## config.mk

```make
export PLATFORM = sky130hd
export DESIGN_NAME = uart_transmit_format_control
export DESIGN_NICKNAME = d
export VERILOG_FILES = /design/src/rtl/uart_tx_pkg.sv /design/src/rtl/uart_transmit_format_control.sv
export VERILOG_INCLUDE_DIRS = /design/src /design/src/rtl
export SDC_FILE = /design/constraint.sdc
export NUM_CORES = 1
export LEC_CHECK = 0
export ABC_AREA = 1
export BUFFER_PORTS_ARGS = -buffer_cell sky130_fd_sc_hd__buf_2
export CAP_MARGIN = 10
export CORE_AREA = 5 5 98 100
export DETAILED_ROUTE_END_ITERATION = 6
export DIE_AREA = 0 0 103 105
export PLACE_DENSITY = 0.7
export SETUP_SLACK_MARGIN = 0.15
export SLEW_MARGIN = 20
export SYNTH_ARGS = -nofsm -noshare
export SYNTH_HDL_FRONTEND = slang
export SYNTH_SLANG_ARGS = --single-unit
```

## constraint.sdc

```tcl
create_clock -name clk_sys -period 5 [get_ports clk_sys]
set_clock_uncertainty 0.05 [all_clocks]
set_input_delay 0.25 -clock clk_sys [delete_from_list [all_inputs] [get_ports clk_sys]]
set_output_delay 0.25 -clock clk_sys [all_outputs]
set_load 0.005 [all_outputs]
```

## src/rtl/uart_tx_defs.svh

```systemverilog
`ifndef UART_TX_DEFS_SVH
`define UART_TX_DEFS_SVH

// Register addresses on the plain register port.
`define ADDR_LINE_CONTROL_ONE 3'h0
`define ADDR_LINE_CONTROL_TWO 3'h1
`define ADDR_BAUD_DIVISOR 3'h2
`define ADDR_LINE_STATUS 3'h3
`define ADDR_TX_HOLDING 3'h4

// Field positions in line_control_one.
`define LC1_SERIAL_UNIT_ON 7
`define LC1_NINE_BIT 6
`define LC1_PARITY_ON 5
`define LC1_PARITY_ODD 4
`define LC1_TWO_STOP 3
`define LC1_TX_NINTH 0

// Field positions in line_control_two.
`define LC2_TRANSMIT_ON 7
`define LC2_RECEIVE_ON 6
`define LC2_BAUD_HIGH 5
`define LC2_SEND_BREAK 4
`define LC2_TX_EMPTY_IRQ_EN 3

// Field positions in line_status_register.
`define LS_TX_BUF_EMPTY 0
`define LS_TX_IDLE 1
`define LS_RX_IDLE 2
`define LS_TX_ACTIVE 3

// Reset values.
`define RST_LINE_CONTROL_ONE 8'h00
`define RST_LINE_CONTROL_TWO 8'h00
`define RST_BAUD_DIVISOR 8'h00

// Baud generator prescale counts and break length.
`define PRESCALE_LOW 6'd63
`define PRESCALE_HIGH 6'd15
`define BREAK_CHUNK 4'd13

`endif

```

## src/rtl/uart_tx_pkg.sv

```systemverilog
package uart_tx_pkg;

  // Transmitter sequencing states.
  typedef enum logic [2:0] {
    ST_IDLE,
    ST_START,
    ST_DATA,
    ST_BREAK,
    ST_STOP
  } tx_state_t;

  // Whole state of the block, registered as one unit.
  typedef struct packed {
    logic [7:0] line_control_one;
    logic [7:0] line_control_two;
    logic [7:0] baud_divisor;
    logic [7:0] transmit_holding_register;
    logic holding_ninth;
    logic holding_full;
    logic transmit_buffer_empty_flag;
    logic transmit_idle_flag;
    logic status_accessed;
    logic [8:0] transmit_shifter;
    tx_state_t state;
    logic [3:0] bit_count;
    logic stop_count;
    logic break_open;
    logic [5:0] prescale_count;
    logic [7:0] divisor_count;
    logic tx_level;
    logic tx_enable;
    logic rx_enable;
    logic irq;
    logic [7:0] read_data;
  } uart_state_t;

endpackage

```

## src/rtl/uart_transmit_format_control.sv

```systemverilog
`include "uart_tx_defs.svh"
// Overview of operation
// - Reset format is eight data, no parity, one stop.
// - Frame is start, 8 or 9 bits, two_stop_select.
// - LSB first, rate from 8-bit divisor.
// - One shared format and baud for both directions.
// - Format bits pick length, parity, parity sense, two_stop_select.
// - Parity replaces the last data position.
// - Enabled and idle, transmit pin sits high.
// - Unit off floats transmit and receive pins.
// - Unit off empties and discards buffered data.
// - Unit off clears transmit and receive enables and break, sets empty and idle flags.
// - Unit off aborts at once; re-enable keeps config.
// - Ninth bit comes from the ninth-bit control field.
// - Shifter reloads only after two_stop_select, if data waits.
// - Start needs transmit on and data, not a baud tick.
// - Transmit off aborts frame and floats pin.
// - Idle write with transmit on goes straight to shifter, flag set.
// - Holding writes ignored while empty flag is low.
// - Status access then holding write clears flags.
// - Empty flag set when holding empty; irq gated.
// - Idle flag set after two_stop_select or break frame.
// - Break sends start plus zeros in thirteens.
// - Break ends with stop bits; no irq for break.
// - Baud is clock over 64 or 16 times N+1.
module uart_transmit_format_control
  import uart_tx_pkg::*;
(
  input wire logic clk_sys,
  input wire logic rst,
  input wire logic [2:0] reg_addr,
  input wire logic [7:0] reg_wdata,
  input wire logic reg_write,
  input wire logic reg_read,
  output logic [7:0] reg_rdata,
  output logic tx_out,
  output logic tx_oe,
  output logic rx_oe_enable,
  output logic irq_out
);

  // Registered state and its next value.
  uart_state_t state_ff;
  uart_state_t nxt_state;

  // Computes the parity bit over the data bits that will be sent.
  function automatic logic parity_of(input logic [8:0] bits, input logic nine,
                                     input logic odd);
    logic p;
    p = nine ? ^bits[7:0] : ^bits[6:0];
    parity_of = p ^ odd;
  endfunction

  // Builds the shifter image from data, ninth bit and the format fields.
  function automatic logic [8:0] frame_of(input logic [7:0] data, input logic ninth,
                                          input logic [7:0] lc1);
    logic [8:0] img;
    logic nine;
    img = {ninth, data};
    nine = lc1[`LC1_NINE_BIT];
    if (lc1[`LC1_PARITY_ON]) begin
      // Parity takes the top data position of the chosen length.
      if (nine) begin
        img[8] = parity_of(img, 1'b1, lc1[`LC1_PARITY_ODD]);
      end else begin
        img[7] = parity_of(img, 1'b0, lc1[`LC1_PARITY_ODD]);
      end
    end
    frame_of = img;
  endfunction

  // Combinational next-state for the whole block.
  always_comb begin
    logic unit_on;
    logic tx_on;
    logic tick;
    logic [5:0] presc_max;
    logic [3:0] data_bits;
    logic holding_write;
    logic [7:0] lc1_w;
    logic [7:0] lc2_w;
    unit_on = 1'b0;
    tx_on = 1'b0;
    tick = 1'b0;
    presc_max = 6'd0;
    data_bits = 4'd0;
    holding_write = 1'b0;
    lc1_w = 8'h00;
    lc2_w = 8'h00;
    nxt_state = state_ff;
    nxt_state.read_data = 8'h00;

    // Register writes; unit-off side effects follow below.
    if (reg_write) begin
      unique case (reg_addr)
        `ADDR_LINE_CONTROL_ONE: begin
          nxt_state.line_control_one = reg_wdata;
        end
        `ADDR_LINE_CONTROL_TWO: begin
          nxt_state.line_control_two = reg_wdata;
        end
        `ADDR_BAUD_DIVISOR: begin
          nxt_state.baud_divisor = reg_wdata;
        end
        `ADDR_TX_HOLDING: begin
          // Only a write that follows a status access while empty is taken.
          if (state_ff.transmit_buffer_empty_flag && state_ff.status_accessed &&
              state_ff.line_control_one[`LC1_SERIAL_UNIT_ON]) begin
            holding_write = 1'b1;
          end
        end
        default: begin
        end
      endcase
    end

    // Register reads; data stand in the following cycle.
    if (reg_read) begin
      unique case (reg_addr)
        `ADDR_LINE_CONTROL_ONE: nxt_state.read_data = state_ff.line_control_one;
        `ADDR_LINE_CONTROL_TWO: nxt_state.read_data = state_ff.line_control_two;
        `ADDR_BAUD_DIVISOR: nxt_state.read_data = state_ff.baud_divisor;
        `ADDR_LINE_STATUS: begin
          nxt_state.read_data = {4'h0, (state_ff.state != ST_IDLE), 1'b1,
                                 state_ff.transmit_idle_flag,
                                 state_ff.transmit_buffer_empty_flag};
        end
        default: nxt_state.read_data = 8'h00;
      endcase
    end

    // A status access arms the flag clear sequence.
    if ((reg_read || reg_write) && reg_addr == `ADDR_LINE_STATUS) begin
      nxt_state.status_accessed = 1'b1;
    end else if (holding_write) begin
      nxt_state.status_accessed = 1'b0;
    end

    if (holding_write) begin
      // The sequence clears both flags; the shifter path may set one again.
      nxt_state.transmit_holding_register = reg_wdata;
      nxt_state.holding_ninth = state_ff.line_control_one[`LC1_TX_NINTH];
      nxt_state.holding_full = 1'b1;
      nxt_state.transmit_buffer_empty_flag = 1'b0;
      nxt_state.transmit_idle_flag = 1'b0;
    end

    unit_on = nxt_state.line_control_one[`LC1_SERIAL_UNIT_ON];
    tx_on = unit_on && nxt_state.line_control_two[`LC2_TRANSMIT_ON];

    // Baud generator: prescale of 64 or 16, then divisor N+1.
    presc_max = state_ff.line_control_two[`LC2_BAUD_HIGH] ? `PRESCALE_HIGH : `PRESCALE_LOW;
    if (state_ff.state == ST_IDLE) begin
      nxt_state.prescale_count = 6'd0;
      nxt_state.divisor_count = 8'd0;
    end else if (state_ff.prescale_count >= presc_max) begin
      nxt_state.prescale_count = 6'd0;
      if (state_ff.divisor_count >= state_ff.baud_divisor) begin
        nxt_state.divisor_count = 8'd0;
        tick = 1'b1;
      end else begin
        nxt_state.divisor_count = state_ff.divisor_count + 8'd1;
      end
    end else begin
      nxt_state.prescale_count = state_ff.prescale_count + 6'd1;
    end

    // Data positions: 8 or 9 including any parity bit.
    data_bits = state_ff.line_control_one[`LC1_NINE_BIT] ? 4'd9 : 4'd8;

    // Transmit sequencer.
    unique case (state_ff.state)
      ST_IDLE: begin
        nxt_state.tx_level = 1'b1;
        if (tx_on && nxt_state.line_control_two[`LC2_SEND_BREAK]) begin
          // Break frame: start then zero bits in chunks of thirteen.
          nxt_state.state = ST_START;
          nxt_state.break_open = 1'b1;
        end else if (tx_on && nxt_state.holding_full) begin
          // Empty shifter takes new data at once, freeing the holding register.
          nxt_state.transmit_shifter = frame_of(nxt_state.transmit_holding_register,
                                                nxt_state.holding_ninth,
                                                nxt_state.line_control_one);
          nxt_state.holding_full = 1'b0;
          nxt_state.transmit_buffer_empty_flag = 1'b1;
          nxt_state.break_open = 1'b0;
          nxt_state.state = ST_START;
        end
      end
      ST_START: begin
        nxt_state.tx_level = 1'b0;
        if (tick) begin
          nxt_state.bit_count = 4'd0;
          nxt_state.state = state_ff.break_open ? ST_BREAK : ST_DATA;
        end
      end
      ST_DATA: begin
        // Least significant bit first.
        nxt_state.tx_level = state_ff.transmit_shifter[0];
        if (tick) begin
          nxt_state.transmit_shifter = {1'b0, state_ff.transmit_shifter[8:1]};
          if (state_ff.bit_count == data_bits - 4'd1) begin
            nxt_state.state = ST_STOP;
            nxt_state.stop_count = 1'b0;
          end else begin
            nxt_state.bit_count = state_ff.bit_count + 4'd1;
          end
        end
      end
      ST_BREAK: begin
        nxt_state.tx_level = 1'b0;
        if (tick) begin
          if (state_ff.bit_count == `BREAK_CHUNK - 4'd1) begin
            nxt_state.bit_count = 4'd0;
            // Another chunk while break stays set, else two_stop_select follow.
            if (!state_ff.line_control_two[`LC2_SEND_BREAK]) begin
              nxt_state.state = ST_STOP;
              nxt_state.stop_count = 1'b0;
            end
          end else begin
            nxt_state.bit_count = state_ff.bit_count + 4'd1;
          end
        end
      end
      ST_STOP: begin
        nxt_state.tx_level = 1'b1;
        if (tick) begin
          if (state_ff.line_control_one[`LC1_TWO_STOP] && !state_ff.stop_count) begin
            nxt_state.stop_count = 1'b1;
          end else begin
            // Frame done; reload happens from idle only now.
            nxt_state.state = ST_IDLE;
            nxt_state.transmit_idle_flag = 1'b1;
            nxt_state.break_open = 1'b0;
          end
        end
      end
      default: begin
        nxt_state.state = ST_IDLE;
      end
    endcase

    // Transmit off aborts and resets the transmitter.
    if (!tx_on) begin
      nxt_state.state = ST_IDLE;
      nxt_state.tx_level = 1'b1;
      nxt_state.bit_count = 4'd0;
      nxt_state.break_open = 1'b0;
    end

    // Unit off: abort, discard buffer, clear/set flags, keep config.
    if (!unit_on) begin
      lc2_w = nxt_state.line_control_two;
      lc2_w[`LC2_TRANSMIT_ON] = 1'b0;
      lc2_w[`LC2_RECEIVE_ON] = 1'b0;
      lc2_w[`LC2_SEND_BREAK] = 1'b0;
      nxt_state.line_control_two = lc2_w;
      nxt_state.holding_full = 1'b0;
      nxt_state.transmit_buffer_empty_flag = 1'b1;
      nxt_state.transmit_idle_flag = 1'b1;
      nxt_state.status_accessed = 1'b0;
    end
    lc1_w = nxt_state.line_control_one;

    // Pin drive: float unless both enables.
    nxt_state.tx_enable = lc1_w[`LC1_SERIAL_UNIT_ON] &&
                          nxt_state.line_control_two[`LC2_TRANSMIT_ON];
    nxt_state.rx_enable = lc1_w[`LC1_SERIAL_UNIT_ON] &&
                          nxt_state.line_control_two[`LC2_RECEIVE_ON];

    // Empty interrupt; break frames raise none since the flag stays.
    nxt_state.irq = nxt_state.transmit_buffer_empty_flag &&
                    nxt_state.line_control_two[`LC2_TX_EMPTY_IRQ_EN] &&
                    lc1_w[`LC1_SERIAL_UNIT_ON];
  end

  // State register; reset gives 8-N-1 and a released unit.
  always_ff @(posedge clk_sys or posedge rst) begin
    if (rst) begin
      state_ff <= '0;
      state_ff.line_control_one <= `RST_LINE_CONTROL_ONE;
      state_ff.line_control_two <= `RST_LINE_CONTROL_TWO;
      state_ff.baud_divisor <= `RST_BAUD_DIVISOR;
      state_ff.transmit_buffer_empty_flag <= 1'b1;
      state_ff.transmit_idle_flag <= 1'b1;
      state_ff.tx_level <= 1'b1;
      state_ff.state <= ST_IDLE;
    end else begin
      state_ff <= nxt_state;
    end
  end

  // Outputs come straight from the state register.
  assign reg_rdata = state_ff.read_data;
  assign tx_out = state_ff.tx_level;
  assign tx_oe = state_ff.tx_enable;
  assign rx_oe_enable = state_ff.rx_enable;
  assign irq_out = state_ff.irq;

endmodule

```

After elaboration in Yosys (flattened, before gate mapping)
Cells that the tools add are included.
{ "classes": {"n_reduce_logical": 30, "bitwise": 2, "order_cmp": 2, "n_eq_ne": 33, "mux": 63, "add_sub_neg": 4} }
{ "op_table": {"columns": ["operator", "n"], "rows": [
  ["2-to-1 mux 8 bit", 8],
  ["one-hot mux 8 bit (4 select lines)", 1],
  ["inequality test 3 bit (second input constant)", 9],
  ["2-to-1 mux 1 bit", 24],
  ["2-to-1 mux 12 bit", 2],
  ["2-to-1 mux 24 bit", 1],
  ["2-to-1 mux 3 bit", 6],
  ["one-hot mux 9 bit (2 select lines)", 1],
  ["2-to-1 mux 17 bit", 1],
  ["inequality test 2 bit (second input constant)", 8],
  ["one-hot mux 3 bit (5 select lines)", 1],
  ["2-to-1 mux 14 bit", 1],
  ["2-to-1 mux 7 bit", 2],
  ["== test 3 x 2 -> 1 bit (second input constant)", 4],
  ["2-to-1 mux 4 bit", 3],
  ["2-to-1 mux 6 bit", 2],
  ["one-hot mux 4 bit (3 select lines)", 1],
  ["logical AND 1 bit", 11],
  ["2-to-1 mux 2 bit", 5],
  ["2-to-1 mux 9 bit", 1],
  ["AND reduction 9 bit", 1],
  ["adder 8 x 1 -> 8 bit (second input constant)", 1],
  ["greater-or-equal comparator 8 bit", 1],
  ["AND reduction 4 bit", 2],
  ["27 further kinds", 37]
]} }
{ "totals": {"regBits": 81, "input_bits": 15, "word_cells": 156} }

Longest topological paths before layout
{ "logic_depth": {"depth_word": 14, "depth_mapped": 19, "ltp_nobuf": 18} }

Worst setup path after synthesis
OpenSTA, ideal clock, no wires.
{ "synth_timing": {"path_kind": "register -> register", "start": "register state_ff[70] (netlist name)", "end": "register state_ff[19] (netlist name)", "arrival_ns": 1.771, "period_less_slack_ns": 1.907, "slack_ns": 3.093, "path_stages_with_launch": 11, "t_required_ns": 4.864, "path_cell_list": "dfrtp_1 > ha_1 > a21oi_1 > o21a_1 > inv_1 > nor2_1 > inv_1 > buf_2 > nand2_1 > inv_1 > nor3_1"} }
{ "synth_between": {"elab_chain_len": 3} }
{ "synth_rtl": {"columns": ["item", "line_no", "text"], "rows": [
  ["from (decl)", "uart_transmit_format_control.sv:43", "uart_state_t state_ff;"],
  ["from (signal assigned)", "uart_transmit_format_control.sv:289", "state_ff <= nxt_state;"],
  ["2-to-1 mux 6 bit (no line)", null, null],
  ["greater-or-equal comparator 6 bit", "uart_transmit_format_control.sv:156", "end else if (state_ff.prescale_count >= presc_max) begin"],
  ["nonzero test 2 bit (no line)", null, null]
]} }
Every way passes these cells.
A chain may end at the register's enable or synchronous reset.

==> flow_summary_export.csv <==
group,metric,value,unit
setup_path,critPathMaxStageDelay,0.63,ns
timing,hold_violations,0,
clocking,clk_pin_slew,0.09,ns
clocking,ctsHoldBuffers,1,
hold_path,min_path_type,"primary input to register",
yosys,synth.most_common_cell,"nand2_1",
timing,finalCritPeriodShare,60.96,%
setup_path,worst-path-max-fanout,22,
routing,met1Wirelength,4681,µm
grt,grt_max_degree,67,
yosys,synth_area_leader_cell,"dfrtp_1",
setup_path,critPathSlowestCell,"nand2_1",
placement,numPortBuffers,26,
routing,via_per_inst,5.272,
routing,highest_layer,"met4",
layout,drive_gt1_share,12.01,%
routing,antenna_left,0,
yosys,synthCells,567,
floorplanning,core,8593,µm²
floorplanning,fp.dieH,105,µm
setup_path,cp_data_required_time,5.19,ns
routing,dr_total_vias,3685,
clocking,clock_latency,0.35,ns
clocking,cts_tree,"built",
yosys,synth_common_cells,"154 x nand2_1, 77 x dfrtp_1, 76 x inv_1",
routing,dr.pass1.iters,5,
yosys,ys_seq_area_share,45.17,%
grt,grt_pass1_vias,3630,
timing,timing.final.crit_period,3.048,ns
yosys,synth-async-reset-ratio,100.0,%
floorplanning,io_pins,27,
yosys,synth_nets,596,
grt,grt_pass1_wl,17020,µm
hold_path,whs_path_depth,3,
job,maxCapViolations,0,
floorplanning,rows,34,
yosys,synth_edf_count,0,
yosys,yosys_most_used_dff,"dfrtp_1",
grt,antenna_found_initial,0,
pwr,ir_worst_vdd,0.1714,mV
floorplanning,die_area,10820,µm²
layout,layout.nets,616,
setup_path,path_cells,"nand2_1 -> nor2_1 -> nand2_1 -> o21ai_1 -> nand2_1 -> nand2_1 -> nand2_1 -> nand2_1 -> inv_1 -> nand2_1 -> nand2_1 -> nand2_1 -> nand2_1 -> nand2_1 -> nand2_1",
pwr,pwr_density_cell,351.6,nW/µm²
yosys,synth_seq_cells,80,
clocking,htreeDepth,3,
routing,wirelength,10090,µm
yosys,yosysUniqueCellTypes,44,
setup_path,rr_worst_depth,15,
timing,tns,0,ns
setup_path,worst-setup-path-type,"register to register",
placement,gp_congestion,0.9084,
layout,area_delta_synth_final,8.876,%
timing,final_max_slew_viol_count,0,
routing,wl_per_cell,14.44,µm
yosys,avgSynthCellArea,7.832,µm²
timing,slew_headroom,44.09,%
clocking,cts_sinks,80,
routing,drc,0,
setup_path,critPathArrivalTime,3.24,ns
placement,hpwl,7416,µm
timing,tightest_slew,0.8386,ns
setup_path,crit_path_start_kind,"register",
yosys,synth.area.top_cells,"dfrtp_1 43%, nand2_1 13%, inv_1 6.4%, nor2_1 5.3%, ha_1 3.9%",
routing,wl_met2,4808,µm
timing,fmax,328.1,MHz
clocking,cts_setup_buffers,0,
floorplanning,dieWidth,103,µm
clocking,ctsResizeCount,0,
layout,fin_util,56.26,%
timing,setup_viol,0,
yosys,yosys.area.top_type_share,43.39,%
pwr,leakage,2.558,nW
clocking,clk_root_buffer_cell,"clkbuf_8",
timing,rsz0062_at_grt,"no",
yosys,synth_area,4441,µm²
routing,drt_iter0_markers,198,
setup_path,endpoint_kind,"register",
yosys,yosysWarnings,0,
routing,dr_wl_met3,402,µm
layout,antenna_cells,0,
grt,track_usage,19.74,%
clocking,clockBufferDepth,2,
floorplanning,start_util,51.67,%
clocking,cts_buffers,9,
outcome,status,"finished, final reports clean",
setup_path,cpMostUsedCell,"nand2_1",
grt,overflow,0,
[cells in the final DEF (no fill, tap or decap), types with 5 or more instances in the layout]
master	instances
nand2_1	154
dfrtp_1	77
buf_2	26
nand2_4	5
nand3_1	32
xor2_1	6
o21ai_0	33
nor2_1	63
ha_1	14
o31ai_1	8
clkbuf_8	9
o21ai_1	7
a21oi_1	13
inv_1	75
[metal layers]
metal / track usage, % / up-vias
met5: 0 / -
met4: 6.938 / 0
met3: 2.865 / 21
met2: 31.39 / 87
met1: 27.27 / 1732
li1: - / 1845
[kinds of logic (layout without fill, tap and decap cells)]
| logic type | Yosys count | in the layout | synth area share, % |
|---|---|---|---|
| xor gates and xnor gates | 10 | 10 | 1.972 |
| DFF | 80 | 80 | 45.17 |
| AOI/OAI and AO/OA | 87 | 87 | 12.26 |
| buffers and inverters | 101 | 125 | 9.749 |
| and+or+nand+nor | 275 | 275 | 26.91 |
| adders and majority gates | 14 | 14 | 3.945 |
[state kept, by name, indices dropped and copies added, names as in the netlist]
name and flops:
tx_oe 1, rx_oe_enable 1, reg_rdata 8, tx_out 1
state_ff 68, irq_out 1
[cell type report]
class | count | area, µm²
clock buffers | 10 | 127.6
clock inverters | 5 | 106.4
fillers | 815 | 3759
inverters | 82 | 310.3
multi-input cells | 386 | 2002
flip-flops and latches | 80 | 2006
well taps | 108 | 135.1
repair buffers | 28 | 147.6
[critical path, delay by kind of cell (launching register included)]
kind | cells | cell delay, ns
buffers and inverters | 1 | 0.05
AND/OR/NAND/NOR | 13 | 1.83
flip-flops | 1 | 0.54
AO/OA/AOI/OAI | 1 | 0.45
[through the flow]
step	instances	instance area, µm²	worst slack [ns]	total power [mW]	hold WS (ns)
floorplan	567	4441	2.653	1.048	0.3039
finish	699	4835	1.952	1.700	0.1378
global placement	683	4591	2.132	1.124	0.1372
global route	699	4835	1.601	1.796	0.1521
detailed placement	683	4591	1.998	1.136	0.1438
CTS	699	4835	1.993	1.706	0.1218
[where the power goes]
part | total (mW) | internal, mW | switching (mW)
clock network | 0.573 | 0.330 | 0.243
logic | 0.352 | 0.120 | 0.232
registers | 0.775 | 0.728 | 0.0469
[path summary, 6_finish.rpt]
kind	start	endpoint	slack, ns
worst min-delay path	reg_read	reg_rdata[6]$_DFF_PP0_	0.14
max in group asynchronous	rst	state_ff[55]$_DFF_PP0_	3.49
worst min register to register	state_ff[20]$_DFF_PP0_	state_ff[20]$_DFF_PP0_	0.43
min in group asynchronous	rst	state_ff[20]$_DFF_PP0_	0.32
worst max-delay path	state_ff[46]$_DFF_PP1_	state_ff[42]$_DFFE_PP0P_	1.95
worst max register to register	state_ff[46]$_DFF_PP1_	state_ff[42]$_DFFE_PP0P_	1.95
Power figures use the tool's default switching activity.
